==> src/rbpc_consts.vh <==
// Constants for the registered buffer with parity check: widths, parity masks, reset values.
// Assumes it is included by bare name into each design file that needs it.
`ifndef RBPC_CONSTS_VH
`define RBPC_CONSTS_VH

`define RBPC_WIDE_BITS 25
`define RBPC_NARROW_BITS 14

// Bit i of a mask stands for data input number i+1.
`define RBPC_MASK_WIDE 25'h1ff_ffb6
`define RBPC_MASK_SIDE_A 25'h000_3fb6
`define RBPC_MASK_SIDE_B 25'h000_1bbf

`define RBPC_PAR_LAG_A 1
`define RBPC_PAR_LAG_B 2
`define RBPC_ERR_HOLD_CYC 2

`define RBPC_OUT_RST 1'b0
`define RBPC_ERR_N_RST 1'b1
`define RBPC_SYNC_RST 1'b0

`endif

==> src/rbpc_buf2.v <==
// Small word buffer with valid and ready on both sides, storage in flip-flops.
// Assumes one clock and an active-high reset that may arrive at any time.
`timescale 1ns/1ps
module rbpc_buf2 #(
  parameter W = 29,
  parameter DEPTH = 2,
  parameter AW = 1
) (
  input wire clk_i,
  input wire rst_i,
  input wire in_valid_i,
  output wire in_ready_o,
  input wire [W-1:0] in_data_i,
  output wire out_valid_o,
  input wire out_ready_i,
  output wire [W-1:0] out_data_o,
  output wire full_o,
  output wire empty_o
);
  reg [W-1:0] mem_ff [0:DEPTH-1];
  reg [AW-1:0] wr_ptr_ff;
  reg [AW-1:0] rd_ptr_ff;
  reg [AW:0] count_ff;
  wire push;
  wire pop;
  integer i;

  assign full_o = (count_ff == DEPTH[AW:0]);
  assign empty_o = (count_ff == {(AW+1){1'b0}});
  assign in_ready_o = ~full_o;
  assign out_valid_o = ~empty_o;
  assign out_data_o = mem_ff[rd_ptr_ff];
  assign push = in_valid_i & ~full_o;
  assign pop = out_ready_i & ~empty_o;

  always @(posedge clk_i or posedge rst_i) begin
    if (rst_i) begin
      wr_ptr_ff <= {AW{1'b0}};
      rd_ptr_ff <= {AW{1'b0}};
      count_ff <= {(AW+1){1'b0}};
      for (i = 0; i < DEPTH; i = i + 1) begin
        mem_ff[i] <= {W{1'b0}};
      end
    end else begin
      if (push) begin
        mem_ff[wr_ptr_ff] <= in_data_i;
        wr_ptr_ff <= (wr_ptr_ff == DEPTH[AW-1:0] - 1'b1) ? {AW{1'b0}} : wr_ptr_ff + 1'b1;
      end
      if (pop) begin
        rd_ptr_ff <= (rd_ptr_ff == DEPTH[AW-1:0] - 1'b1) ? {AW{1'b0}} : rd_ptr_ff + 1'b1;
      end
      if (push & ~pop) begin
        count_ff <= count_ff + 1'b1;
      end else if (pop & ~push) begin
        count_ff <= count_ff - 1'b1;
      end
    end
  end
endmodule

==> src/rbpc_top.v <==
// Registered address and command buffer with even-parity check and error latch.
// Assumes pins arrive unsynchronised and the load side drains words with out_ready_i.
`timescale 1ns/1ps
`include "rbpc_consts.vh"
module rbpc_top #(
  parameter DW = `RBPC_WIDE_BITS,
  parameter NW = `RBPC_NARROW_BITS,
  parameter BUF_DEPTH = 2
) (
  input wire core_clk_i,
  input wire sys_rst_i,
  input wire config_sel_ab_i,
  input wire config_sel_width_i,
  input wire [DW-1:0] data_in_i,
  input wire dimm_chip_select_n_i,
  input wire chip_select_aux_n_i,
  input wire clk_enable_in_i,
  input wire termination_in_i,
  input wire parity_in_i,
  input wire in_valid_i,
  input wire out_ready_i,
  output reg [DW-1:0] data_out_o,
  output reg [NW-1:0] data_out_b_o,
  output reg chip_select_out_n_o,
  output reg chip_select_out_b_n_o,
  output reg clk_enable_out_o,
  output reg clk_enable_out_b_o,
  output reg termination_out_o,
  output reg termination_out_b_o,
  output reg partial_parity_out_o,
  output reg parity_error_n_o,
  output reg parity_error_oe_o,
  output reg in_ready_o,
  output reg out_valid_o
);
  // Packed pin word: data, four module-dependent bits, parity, valid, two selects.
  localparam PW = DW + 8;
  localparam P_CS = DW;
  localparam P_AUX = DW + 1;
  localparam P_CKE = DW + 2;
  localparam P_ODT = DW + 3;
  localparam P_PAR = DW + 4;
  localparam P_VLD = DW + 5;
  localparam P_AB = DW + 6;
  localparam P_WID = DW + 7;

  // Buffered word: data, chip select, clock enable, termination, gate flag.
  localparam BW = DW + 4;
  localparam integer HOLD_CYC = `RBPC_ERR_HOLD_CYC - 1;
  localparam [1:0] HOLD_LAST = HOLD_CYC[1:0];

  // Chooses the parity-checked data bits for the strapped configuration.
  function [DW-1:0] chk_mask;
    input sel_ab;
    input sel_width;
    begin
      if (!sel_width) begin
        chk_mask = `RBPC_MASK_WIDE;
      end else if (!sel_ab) begin
        chk_mask = `RBPC_MASK_SIDE_A;
      end else begin
        chk_mask = `RBPC_MASK_SIDE_B;
      end
    end
  endfunction

  // Odd-ones result of the checked bits together with the parity bit.
  function odd_sum;
    input [DW-1:0] data;
    input [DW-1:0] mask;
    input par;
    begin
      odd_sum = (^(data & mask)) ^ par;
    end
  endfunction

  wire [PW-1:0] pin_word;
  reg [PW-1:0] sync1_ff;
  reg [PW-1:0] sync2_ff;

  assign pin_word = {config_sel_width_i, config_sel_ab_i, in_valid_i, parity_in_i,
    termination_in_i, clk_enable_in_i, chip_select_aux_n_i, dimm_chip_select_n_i, data_in_i};

  // Two-stage capture of every pin except out_ready_i, core_clk_i and sys_rst_i; later logic reads those pins from the second stage only.
  always @(posedge core_clk_i or posedge sys_rst_i) begin
    if (sys_rst_i) begin
      sync1_ff <= {PW{`RBPC_SYNC_RST}};
      sync2_ff <= {PW{`RBPC_SYNC_RST}};
    end else begin
      sync1_ff <= pin_word;
      sync2_ff <= sync1_ff;
    end
  end

  wire [DW-1:0] cap_data;
  wire cap_cs_n;
  wire cap_aux_n;
  wire cap_cke;
  wire cap_odt;
  wire cap_par;
  wire cap_valid;
  wire cap_ab;
  wire cap_width;
  wire cap_gate;

  assign cap_data = sync2_ff[DW-1:0];
  assign cap_cs_n = sync2_ff[P_CS];
  assign cap_aux_n = sync2_ff[P_AUX];
  assign cap_cke = sync2_ff[P_CKE];
  assign cap_odt = sync2_ff[P_ODT];
  assign cap_par = sync2_ff[P_PAR];
  assign cap_valid = sync2_ff[P_VLD];
  assign cap_ab = sync2_ff[P_AB];
  assign cap_width = sync2_ff[P_WID];
  // Both selects high suspend the data and parity outputs.
  assign cap_gate = cap_cs_n & cap_aux_n;

  // Parity path: data is delayed so that it meets its late parity bit.
  reg [DW-1:0] data_d1_ff;
  reg [DW-1:0] data_d2_ff;
  reg gate_d1_ff;
  reg gate_d2_ff;
  reg odd_stage_ff;
  reg gate_stage_ff;
  reg [1:0] hold_cnt_ff;
  reg [1:0] nxt_hold_cnt;
  reg nxt_err_n;
  reg nxt_ppo;
  wire [DW-1:0] cur_mask;
  wire [DW-1:0] aligned_data;
  wire aligned_gate;
  wire odd_now;

  assign cur_mask = chk_mask(cap_ab, cap_width);
  // Side B sees its parity one cycle later, as the cascade adds a stage.
  assign aligned_data = cap_ab ? data_d2_ff : data_d1_ff;
  assign aligned_gate = cap_ab ? gate_d2_ff : gate_d1_ff;
  // Only masked data bits and the parity bit enter the sum; selects, enable and termination stay out.
  assign odd_now = odd_sum(aligned_data, cur_mask, cap_par);

  always @(posedge core_clk_i or posedge sys_rst_i) begin
    if (sys_rst_i) begin
      data_d1_ff <= {DW{1'b0}};
      data_d2_ff <= {DW{1'b0}};
      gate_d1_ff <= 1'b0;
      gate_d2_ff <= 1'b0;
      odd_stage_ff <= 1'b0;
      gate_stage_ff <= 1'b0;
    end else begin
      data_d1_ff <= cap_data;
      data_d2_ff <= data_d1_ff;
      gate_d1_ff <= cap_gate;
      gate_d2_ff <= gate_d1_ff;
      odd_stage_ff <= odd_now;
      gate_stage_ff <= aligned_gate;
    end
  end

  // Error flag and partial parity; a fresh error is held low for the hold time.
  always @* begin
    nxt_ppo = partial_parity_out_o;
    nxt_err_n = parity_error_n_o;
    nxt_hold_cnt = hold_cnt_ff;
    if (hold_cnt_ff != 2'b00) begin
      nxt_hold_cnt = hold_cnt_ff - 2'b01;
      nxt_err_n = 1'b0;
      if (!gate_stage_ff) begin
        nxt_ppo = odd_stage_ff;
      end
    end else if (!gate_stage_ff) begin
      nxt_ppo = odd_stage_ff;
      nxt_err_n = ~odd_stage_ff;
      nxt_hold_cnt = odd_stage_ff ? HOLD_LAST : 2'b00;
    end
  end

  always @(posedge core_clk_i or posedge sys_rst_i) begin
    if (sys_rst_i) begin
      partial_parity_out_o <= `RBPC_OUT_RST;
      parity_error_n_o <= `RBPC_ERR_N_RST;
      parity_error_oe_o <= 1'b0;
      hold_cnt_ff <= 2'b00;
    end else begin
      partial_parity_out_o <= nxt_ppo;
      parity_error_n_o <= nxt_err_n;
      parity_error_oe_o <= ~nxt_err_n;
      hold_cnt_ff <= nxt_hold_cnt;
    end
  end

  // Data path: captured words pass the buffer; a stalled load loses nothing until BUF_DEPTH words wait, then further words are dropped.
  wire [BW-1:0] buf_in_word;
  wire [BW-1:0] buf_out_word;
  wire buf_in_ready;
  wire buf_out_valid;
  wire buf_full;
  wire buf_empty;
  wire pop;

  assign buf_in_word = {cap_gate, cap_odt, cap_cke, cap_cs_n, cap_data};
  assign pop = buf_out_valid & out_ready_i;

  rbpc_buf2 #(
    .W(BW),
    .DEPTH(BUF_DEPTH),
    .AW(1)
  ) u_buf (
    .clk_i(core_clk_i),
    .rst_i(sys_rst_i),
    .in_valid_i(cap_valid),
    .in_ready_o(buf_in_ready),
    .in_data_i(buf_in_word),
    .out_valid_o(buf_out_valid),
    .out_ready_i(out_ready_i),
    .out_data_o(buf_out_word),
    .full_o(buf_full),
    .empty_o(buf_empty)
  );

  wire [DW-1:0] drn_data;
  wire drn_cs_n;
  wire drn_cke;
  wire drn_odt;
  wire drn_gate;
  wire [DW-1:0] wide_image;
  wire [NW-1:0] narrow_image;

  assign drn_data = buf_out_word[DW-1:0];
  assign drn_cs_n = buf_out_word[DW];
  assign drn_cke = buf_out_word[DW+1];
  assign drn_odt = buf_out_word[DW+2];
  assign drn_gate = buf_out_word[DW+3];

  // Narrow mode drives only the low bits; unused wide bits sit low.
  genvar g;
  generate
    for (g = 0; g < DW; g = g + 1) begin : g_wide
      if (g < NW) begin : g_low
        assign wide_image[g] = drn_data[g];
        assign narrow_image[g] = drn_data[g];
      end else begin : g_high
        assign wide_image[g] = cap_width ? 1'b0 : drn_data[g];
      end
    end
  endgenerate

  always @(posedge core_clk_i or posedge sys_rst_i) begin
    if (sys_rst_i) begin
      data_out_o <= {DW{`RBPC_OUT_RST}};
      data_out_b_o <= {NW{`RBPC_OUT_RST}};
      chip_select_out_n_o <= `RBPC_OUT_RST;
      chip_select_out_b_n_o <= `RBPC_OUT_RST;
      clk_enable_out_o <= `RBPC_OUT_RST;
      clk_enable_out_b_o <= `RBPC_OUT_RST;
      termination_out_o <= `RBPC_OUT_RST;
      termination_out_b_o <= `RBPC_OUT_RST;
      out_valid_o <= 1'b0;
      in_ready_o <= 1'b0;
    end else begin
      out_valid_o <= pop;
      in_ready_o <= buf_in_ready & ~buf_full;
      if (pop) begin
        // Module-dependent copies move with every word, gated or not.
        chip_select_out_n_o <= drn_cs_n;
        clk_enable_out_o <= drn_cke;
        termination_out_o <= drn_odt;
        chip_select_out_b_n_o <= cap_width & drn_cs_n;
        clk_enable_out_b_o <= cap_width & drn_cke;
        termination_out_b_o <= cap_width & drn_odt;
        if (!drn_gate) begin
          data_out_o <= wide_image;
          data_out_b_o <= cap_width ? narrow_image : {NW{1'b0}};
        end
      end
    end
  end
  // Data and control copy outputs hold between edges and between drained words; out_valid_o and in_ready_o update every cycle.

  // The empty flag is not read anywhere; it only drives the unused_empty wire.
  wire unused_empty;
  assign unused_empty = buf_empty;
endmodule

==> config.mk <==
export PLATFORM = sky130hd
export DESIGN_NAME = rbpc_top
export DESIGN_NICKNAME = d
export VERILOG_FILES = /design/src/rbpc_buf2.v /design/src/rbpc_top.v
export VERILOG_INCLUDE_DIRS = /design/src
export SDC_FILE = /design/constraint.sdc
export NUM_CORES = 1
export LEC_CHECK = 0
export BUFFER_PORTS_ARGS = -buffer_cell sky130_fd_sc_hd__buf_2
export CAP_MARGIN = 20
export CORE_MARGIN = 10
export CORE_UTILIZATION = 33
export DETAILED_ROUTE_END_ITERATION = 7
export SLEW_MARGIN = 20
export SYNTH_ARGS = -nofsm -noshare
export SYNTH_HDL_FRONTEND = slang
export SYNTH_SLANG_ARGS = --single-unit
==> constraint.sdc <==
create_clock -name core_clk_i -period 12.23 [get_ports core_clk_i]
set_input_delay 1.223 -clock core_clk_i [delete_from_list [all_inputs] [get_ports core_clk_i]]
set_output_delay 1.223 -clock core_clk_i [all_outputs]
set_load 0.01 [all_outputs]
==> flow_summary.toml, run 1 <==
[synth]
synthesis.area_um2 = 7963
synth_fp_nets = 543
ys_seq_area_share_pct = 72.93
yosys_register_bits = 232
synth_warnings = 0
synthCells = 506
synthDistinctLibCells = 26
postSynthAreaPerCell_um2 = 15.74

[timing]
tightestPinTransition_ns = 1.025
hold_violations = 0
setup_viol = 0
relSlewSlack_pct = 31.52
rsz0062_at_grt = "no"
period_minus_slack_ns = 2.527
fin_skew_ns = 0.008713
min_period_over_period_pct = 20.66
max_freq_mhz = 395.7
final.setup.tns_ns = 0
finalMaxSlewViolations = 0

[worst_setup_path]
r2r_cells = 4
cp-end-kind = "async pin"
required_ns = 12.71
cp_max_fo = 99
worstSetupPathType = "input pin to async pin"
cp_data_arrival_time_ns = 3.00
cp-start-kind = "input pin"
worst-r2r-setup-slack_ns = 9.76

[job]
drv_cap = 0

[clock_tree]
numCtsBuffers = 25
cts_root_buf = "clkbuf_16"
insertion_delay_ns = 0.50
cts.sinks = 232
clkTransAtPathRegs_ns = 0.06
htree_levels = 1
ctsHoldBuffers = 0
cts_tree = "done"
post_cts_buffers = 0
postCtsResizedCells = 0
clock_path_buffers = 3

[run_status]
status = "completed"

[grt]
grt_overflow = 0
grt_pass1_wl_um = 24360
grtUsageTotal_pct = 9.776
grt_max_degree = 152
antenna_found_initial = 0
grt_pass1_vias = 4498

[detailed_routing]
routed_wl_um = 14930
drcViolationCount = 0
ant_nets = 0
drt_iter0_drc = 178
vias = 4041
drt_pass1_iterations = 4
wire_per_inst_um = 15.92
routed_via_density = 4.308

[cells_and_area]
antennaDiodeCount = 0
finalCoreUtilization_pct = 41.06
drive_gt1_share_pct = 34.41
fin_cells = 938
nets = 638
syn_to_final_growth_pct = 21.76

[floorplanning]
dieArea_um2 = 30740
ios = 86
num_rows = 56
core_area_um2 = 23610
initial_core_util_pct = 33.72
die_x_um = 175.3
die-height_um = 175.3

[placed_design]
place_inst = 892
hpwl_um = 9450
gp_congestion = 0.6877
io_buffers = 85

[power_and_ir_drop]
cellLeakagePower_nw = 4.517
powerDensity_nw_per_um2 = 257.3
ir_worst_vdd_mv = 0.1192

[hold_path]
worstHoldPathCells = 0
hold_path_class = "flip-flop to flip-flop"
[synthesized netlist by cell type]
cell	n	area share (%)
a22o_1	3	0.33
mux2i_1	34	4.3
o31ai_1	19	1.8
o21ai_0	16	1.0
buf_6	1	0.14
a31o_2	1	0.11
nor2b_1	1	0.079
ha_1	1	0.16
a21oi_1	2	0.13
a21o_1	4	0.38
and2b_4	1	0.13
xnor2_1	20	2.2
dfstp_2	1	0.33
buf_12	1	0.25
clkbuf_1	10	0.47
or3_1	1	0.079
buf_2	10	0.63
mux2_2	70	9.9
xnor3_1	1	0.28
nor2_1	10	0.47
dfrtp_1	231	73
xor2_1	16	1.8
nand2b_1	1	0.079
and2_1	1	0.079
inv_1	6	0.28
nand2_1	44	2.1
[sequential cells by signal, summed over array words and instances, names as in the netlist, 2 cells and up]
register and flops:
data_d1_ff 24, hold_cnt_ff 2, sync2_ff 33, data_d2_ff 24
u_buf.mem_ff 58, data_out_o 25, data_out_b_o 14, sync1_ff 33
u_buf.count_ff 2
[worst max-delay path, stage by stage]
cell	delay (ns)
buf_2	0.13
inv_8	0.28
buf_16	0.43
buf_4	0.84
[stage by stage]
stage | power (mW) | hold WS [ns] | worst slack (ns) | instance area [um2]
5_1_grt | 2.645 | 0.3502 | 9.372 | 9696
2_1_floorplan | 1.486 | 0.3312 | 4.647 | 7963
6_report | 2.494 | 0.3422 | 9.703 | 9696
4_1_cts | 2.536 | 0.3451 | 9.584 | 9668
3_5_place_dp | 1.686 | 0.3347 | 9.032 | 8720
3_3_place_gp | 1.652 | 0.3320 | 9.137 | 8720
[layout make-up]
class	count	area, um2
Clock inverter	15	254.0
Multi-Input combinational cell	246	2027
Tap cell	319	399.1
Timing Repair Buffer	90	483.0
Fill cell	2176	13920
Inverter	6	30.03
Sequential cell	232	5808
Clock buffer	30	694.4
[power breakdown]
part / switching [mW] / internal (mW) / leakage (nW) / total (mW)
Sequential: 0.129 / 0.968 / 2.77 / 1.10
Combinational: 0.273 / 0.286 / 1.27 / 0.559
Clock: 0.288 / 0.550 / 0.474 / 0.839
[layout by cell type (no fill, tap or decap), types with 2 or more instances in the layout]
master	count
dfrtp_1	230
buf_2	85
mux2_2	70
nand2_1	42
mux2i_1	34
clkbuf_16	25
xnor2_1	20
o31ai_1	19
o21ai_0	16
xor2_1	16
nor2_1	9
clkinv_2	7
bufinv_16	7
inv_1	5
clkbuf_8	5
a21o_1	4
buf_4	4
a22o_1	3
nand2_2	2
a21oi_1	2
[per-layer routing]
layer | vias to the layer above | part of all wire, % | track usage [%]
met5 | - | 0 | 0
met3 | 22 | 6.0 | 2.895
met4 | 0 | 1.6 | 2.437
met2 | 75 | 48 | 16.53
met1 | 2045 | 44 | 12.01
li1 | 1899 | - | -
[final timing paths]
check	start	to
worst min register to register	sync1_ff[8]	sync2_ff[8]
worst max register to register	u_buf.rd_ptr_ff	data_out_o[3]
min in group asynchronous	sys_rst_i	sync1_ff[7]
worst max-delay path	sys_rst_i	data_out_b_o[10]
worst min-delay path	sync1_ff[8]	sync2_ff[8]
max in group core_clk_i	u_buf.rd_ptr_ff	data_out_o[3]
[cell families after synthesis]
| logic type | share of synthesized area (%) |
|---|---|
| multiplexers | 14.17 |
| adder cells (fa/ha/maj) | 0.1571 |
| flip-flops | 72.93 |
| buffers and inverters | 1.776 |
| AO/OA/AOI/OAI | 3.740 |
| AND/OR/NAND/NOR | 2.986 |
| XOR/XNOR | 4.243 |
No activity file was read; power rests on OpenSTA's default activity.
==> run 2: changes to the inputs <==
--- a/config.mk
+++ b/config.mk
@@ -6,6 +6,7 @@
 export SDC_FILE = /design/constraint.sdc
 export NUM_CORES = 1
 export LEC_CHECK = 0
+export ABC_AREA = 1
 export BUFFER_PORTS_ARGS = -buffer_cell sky130_fd_sc_hd__buf_2
 export CAP_MARGIN = 20
 export CORE_MARGIN = 10
==> constraint.sdc (replaced) <==
create_clock -name core_clk_i -period 2.4 [get_ports core_clk_i]
set_input_delay 0.24 -clock core_clk_i [delete_from_list [all_inputs] [get_ports core_clk_i]]
set_output_delay 0.24 -clock core_clk_i [all_outputs]
set_load 0.01 [all_outputs]
==> run 2 against run 1 <==
Effect of this change:
- clock-buffer cell count is 5 higher
- first-iteration DRC count is 91% higher
- register-to-register slack worse by 9.4 ns
- critical path type is now flip-flop to flip-flop
- largest power group unchanged
==> flow_summary.toml, run 2 <==
[placed_design]
place_ws_ns = 0.3324
io_buffers = 85
gp_congestion = 0.7754
hpwl_um = 12110

[cells_and_area]
mostFrequentLayoutCells = "nand2_1 (335), dfrtp_1 (231), o21ai_0 (127)"
syn_to_final_growth_pct = 23.50
final.fill_count = 2536
final_common_cell = "nand2_1"
nets = 1058
largest_reg_flops = 58
antennaDiodeCount = 0
finalCoreUtilization_pct = 41.20
reg.largest.list = "u_buf.mem_ff x58, sync1_ff x33, sync2_ff x33"
regMostFlops = "u_buf.mem_ff"
drive_gt1_share_pct = 15.43

[clock_tree]
insertion_delay_ns = 0.51
cts_tree = "done"
cts.sinks = 232
htree_levels = 1
clock_path_buffers = 3
cts_root_buf = "clkbuf_16"
numCtsBuffers = 24
clkTransAtPathRegs_ns = 0.06
postCtsResizedCells = 0
post_cts_buffers = 0

[power_and_ir_drop]
powerDensity_nw_per_um2 = 1146
p_sw_mw = 3.820
ir_worst_vdd_mv = 0.6612
p_int_mw = 8.445
p_comb_share_pct = 23.9
pwr-share-seq_pct = 44.5
cellLeakagePower_nw = 5.580
pwr-share-clk_pct = 31.6
swShare_pct = 31.15

[detailed_routing]
drt_pass1_iterations = 4
wire_per_inst_um = 13.27
vias = 6006
ant_nets = 0
routed_via_density = 4.378
routed_wl_um = 18200
drcViolationCount = 0
drt_iter0_drc = 340

[grt]
grt_pass1_vias = 6206
grt_pass1_wl_um = 31240
grtUsageTotal_pct = 11.10
grt_overflow = 0
antenna_found_initial = 0
grt_max_degree = 59

[synth]
yosys_register_bits = 232
synth_warnings = 0
synth_common_cells = "nand2_1 (336), dfrtp_1 (231), o21ai_0 (128)"
synth_compound_area_share_pct = 8.948
synthAdderAreaFrac_pct = 0.1443
synth_most_common_cell = "nand2_1"
synthDistinctLibCells = 25
synthCells = 898
synthesis.area_um2 = 8670
yosys.area_share.simple_pct = 17.17
synth_fp_nets = 935
synth_top_area_share_pct = 66.68
synth_top_family_by_area = "simple AND/OR/NAND/NOR gates"
yosysTopAreaCell = "dfrtp_1"
synth_xor_area_share_pct = 0.4041
synthMuxAreaShare_pct = 0
ys_async_sr_fraction_pct = 100.0
ys_seq_area_share_pct = 66.98
postSynthAreaPerCell_um2 = 9.654
netlist_top_cells_area = "dfrtp_1 (67%), nand2_1 (15%), o21ai_0 (7.4%)"
synth_ff_type = "dfrtp_1"
synth_edf_count = 0

[worst_setup_path]
cp-start-kind = "flip-flop"
worstSetupPathType = "flip-flop to flip-flop"
r2r_cells = 7
required_ns = 2.82
worst-r2r-setup-slack_ns = 0.38
cp_data_arrival_time_ns = 2.45
cp-end-kind = "flip-flop"
cp_max_fo = 23

[floorplanning]
die_x_um = 182.1
die-height_um = 182.1
core_area_um2 = 25980
num_rows = 59
ios = 86
dieArea_um2 = 33150
initial_core_util_pct = 33.36

[hold_path]
worstHoldPathCells = 4
hold_path_class = "input pin to flip-flop"

[run_status]
status = "completed"

[timing]
finalMaxSlewViolations = 0
rsz0062_at_grt = "no"
max_freq_mhz = 494.0
tightestPinTransition_ns = 0.8526
setup_viol = 0
hold_violations = 0
fin_ws_ns = 0.3755
relSlewSlack_pct = 43.10
period_minus_slack_ns = 2.024
fin_skew_ns = 0.006930
min_period_over_period_pct = 84.35

[job]
drv_cap = 0
==> run 2: cell types whose count changed after synthesis, sizes merged, moves of 14 or more <==
cell	before	now
o21ai	16	135
xor2	16	2
mux2	70	0
nand2	44	339
nand3	0	22
o31ai	19	0
inv	6	89
xnor2	20	2
mux2i	34	0
==> run 2: per-stage QoR <==
stage / setup TNS (ns) / total power [mW] / instances / cell area [um2] / hold WS, ns
after CTS: 0 / 12.46 / 1372 / 10710 / 0.1992
final: 0 / 12.27 / 1372 / 10710 / 0.2161
after detailed placement: 0 / 8.488 / 1296 / 9523 / 0.2132
after global placement: 0 / 8.408 / 1296 / 9523 / 0.2052
after floorplan: -202.24 / 7.338 / 898 / 8673 / 0.2714
after global routing: 0 / 13.16 / 1372 / 10710 / 0.2319
==> run 2: final timing paths <==
kind | start | end
setup / recovery | u_buf.rd_ptr_ff | data_out_b_o[4]
hold / removal | out_ready_i | u_buf.count_ff[0]
setup reg to reg | u_buf.rd_ptr_ff | data_out_b_o[4]
hold reg to reg | sync1_ff[1] | sync2_ff[1]
max in group asynchronous | sys_rst_i | sync2_ff[22]
min in group asynchronous | sys_rst_i | sync1_ff[3]
==> run 2: cells by family after synthesis <==
family,count (synthesis)
flip-flops,232
AND/OR/NAND/NOR,384
XOR/XNOR,4
AO/OA/AOI/OAI,148
adder cells (fa/ha/maj),1
buffers and inverters,129
==> run 2: critical path, cell delays in order, from the launching register on <==
cell     delay, ns
dfrtp_1       0.44
inv_2         0.05
nand2_1       0.06
nand2_1       0.08
nor2_2        0.68
buf_4         0.35
nand2_1       0.11
o21ai_0       0.17
==> run 2: per-layer routing <==
metal / wire (um) / track usage, % / share of wire (%) / vias to the layer above
met1: 8561 / 14.56 / 47 / 2823
li1: - / - / - / 3032
met5: 0 / 0 / 0 / -
met2: 8372 / 18.06 / 46 / 118
met3: 821 / 2.493 / 4.5 / 33
met4: 444 / 3.059 / 2.4 / 0
==> run 2: power groups by stage <==
stage | Sequential [mW] | Clock [mW] | Combinational [mW]
after floorplan | 5.57 | 0 | 1.77
after global placement | 5.50 | 0 | 2.91
after detailed placement | 5.53 | 0 | 2.96
after CTS | 5.46 | 3.98 | 3.01
after global routing | 5.58 | 4.16 | 3.42
final | 5.46 | 3.88 | 2.93
==> run 2: area by class of cell <==
class | count | area [um2] | share of cell area, %
multi-input cells | 537 | 2318 | 21.65
flip-flops and latches | 232 | 5807 | 54.24
clock inverters | 7 | 110.1 | 1.028
inverters | 89 | 342.8 | 3.202
clock buffers | 35 | 733.2 | 6.848
well taps | 335 | 419.2 | 3.915
repair buffers | 137 | 975.9 | 9.115
==> run 2: what timing repair did <==
action	CTS	global route
hold buffers	34	0
hold endpoints to repair	81	0
setup endpoints to repair	0	0
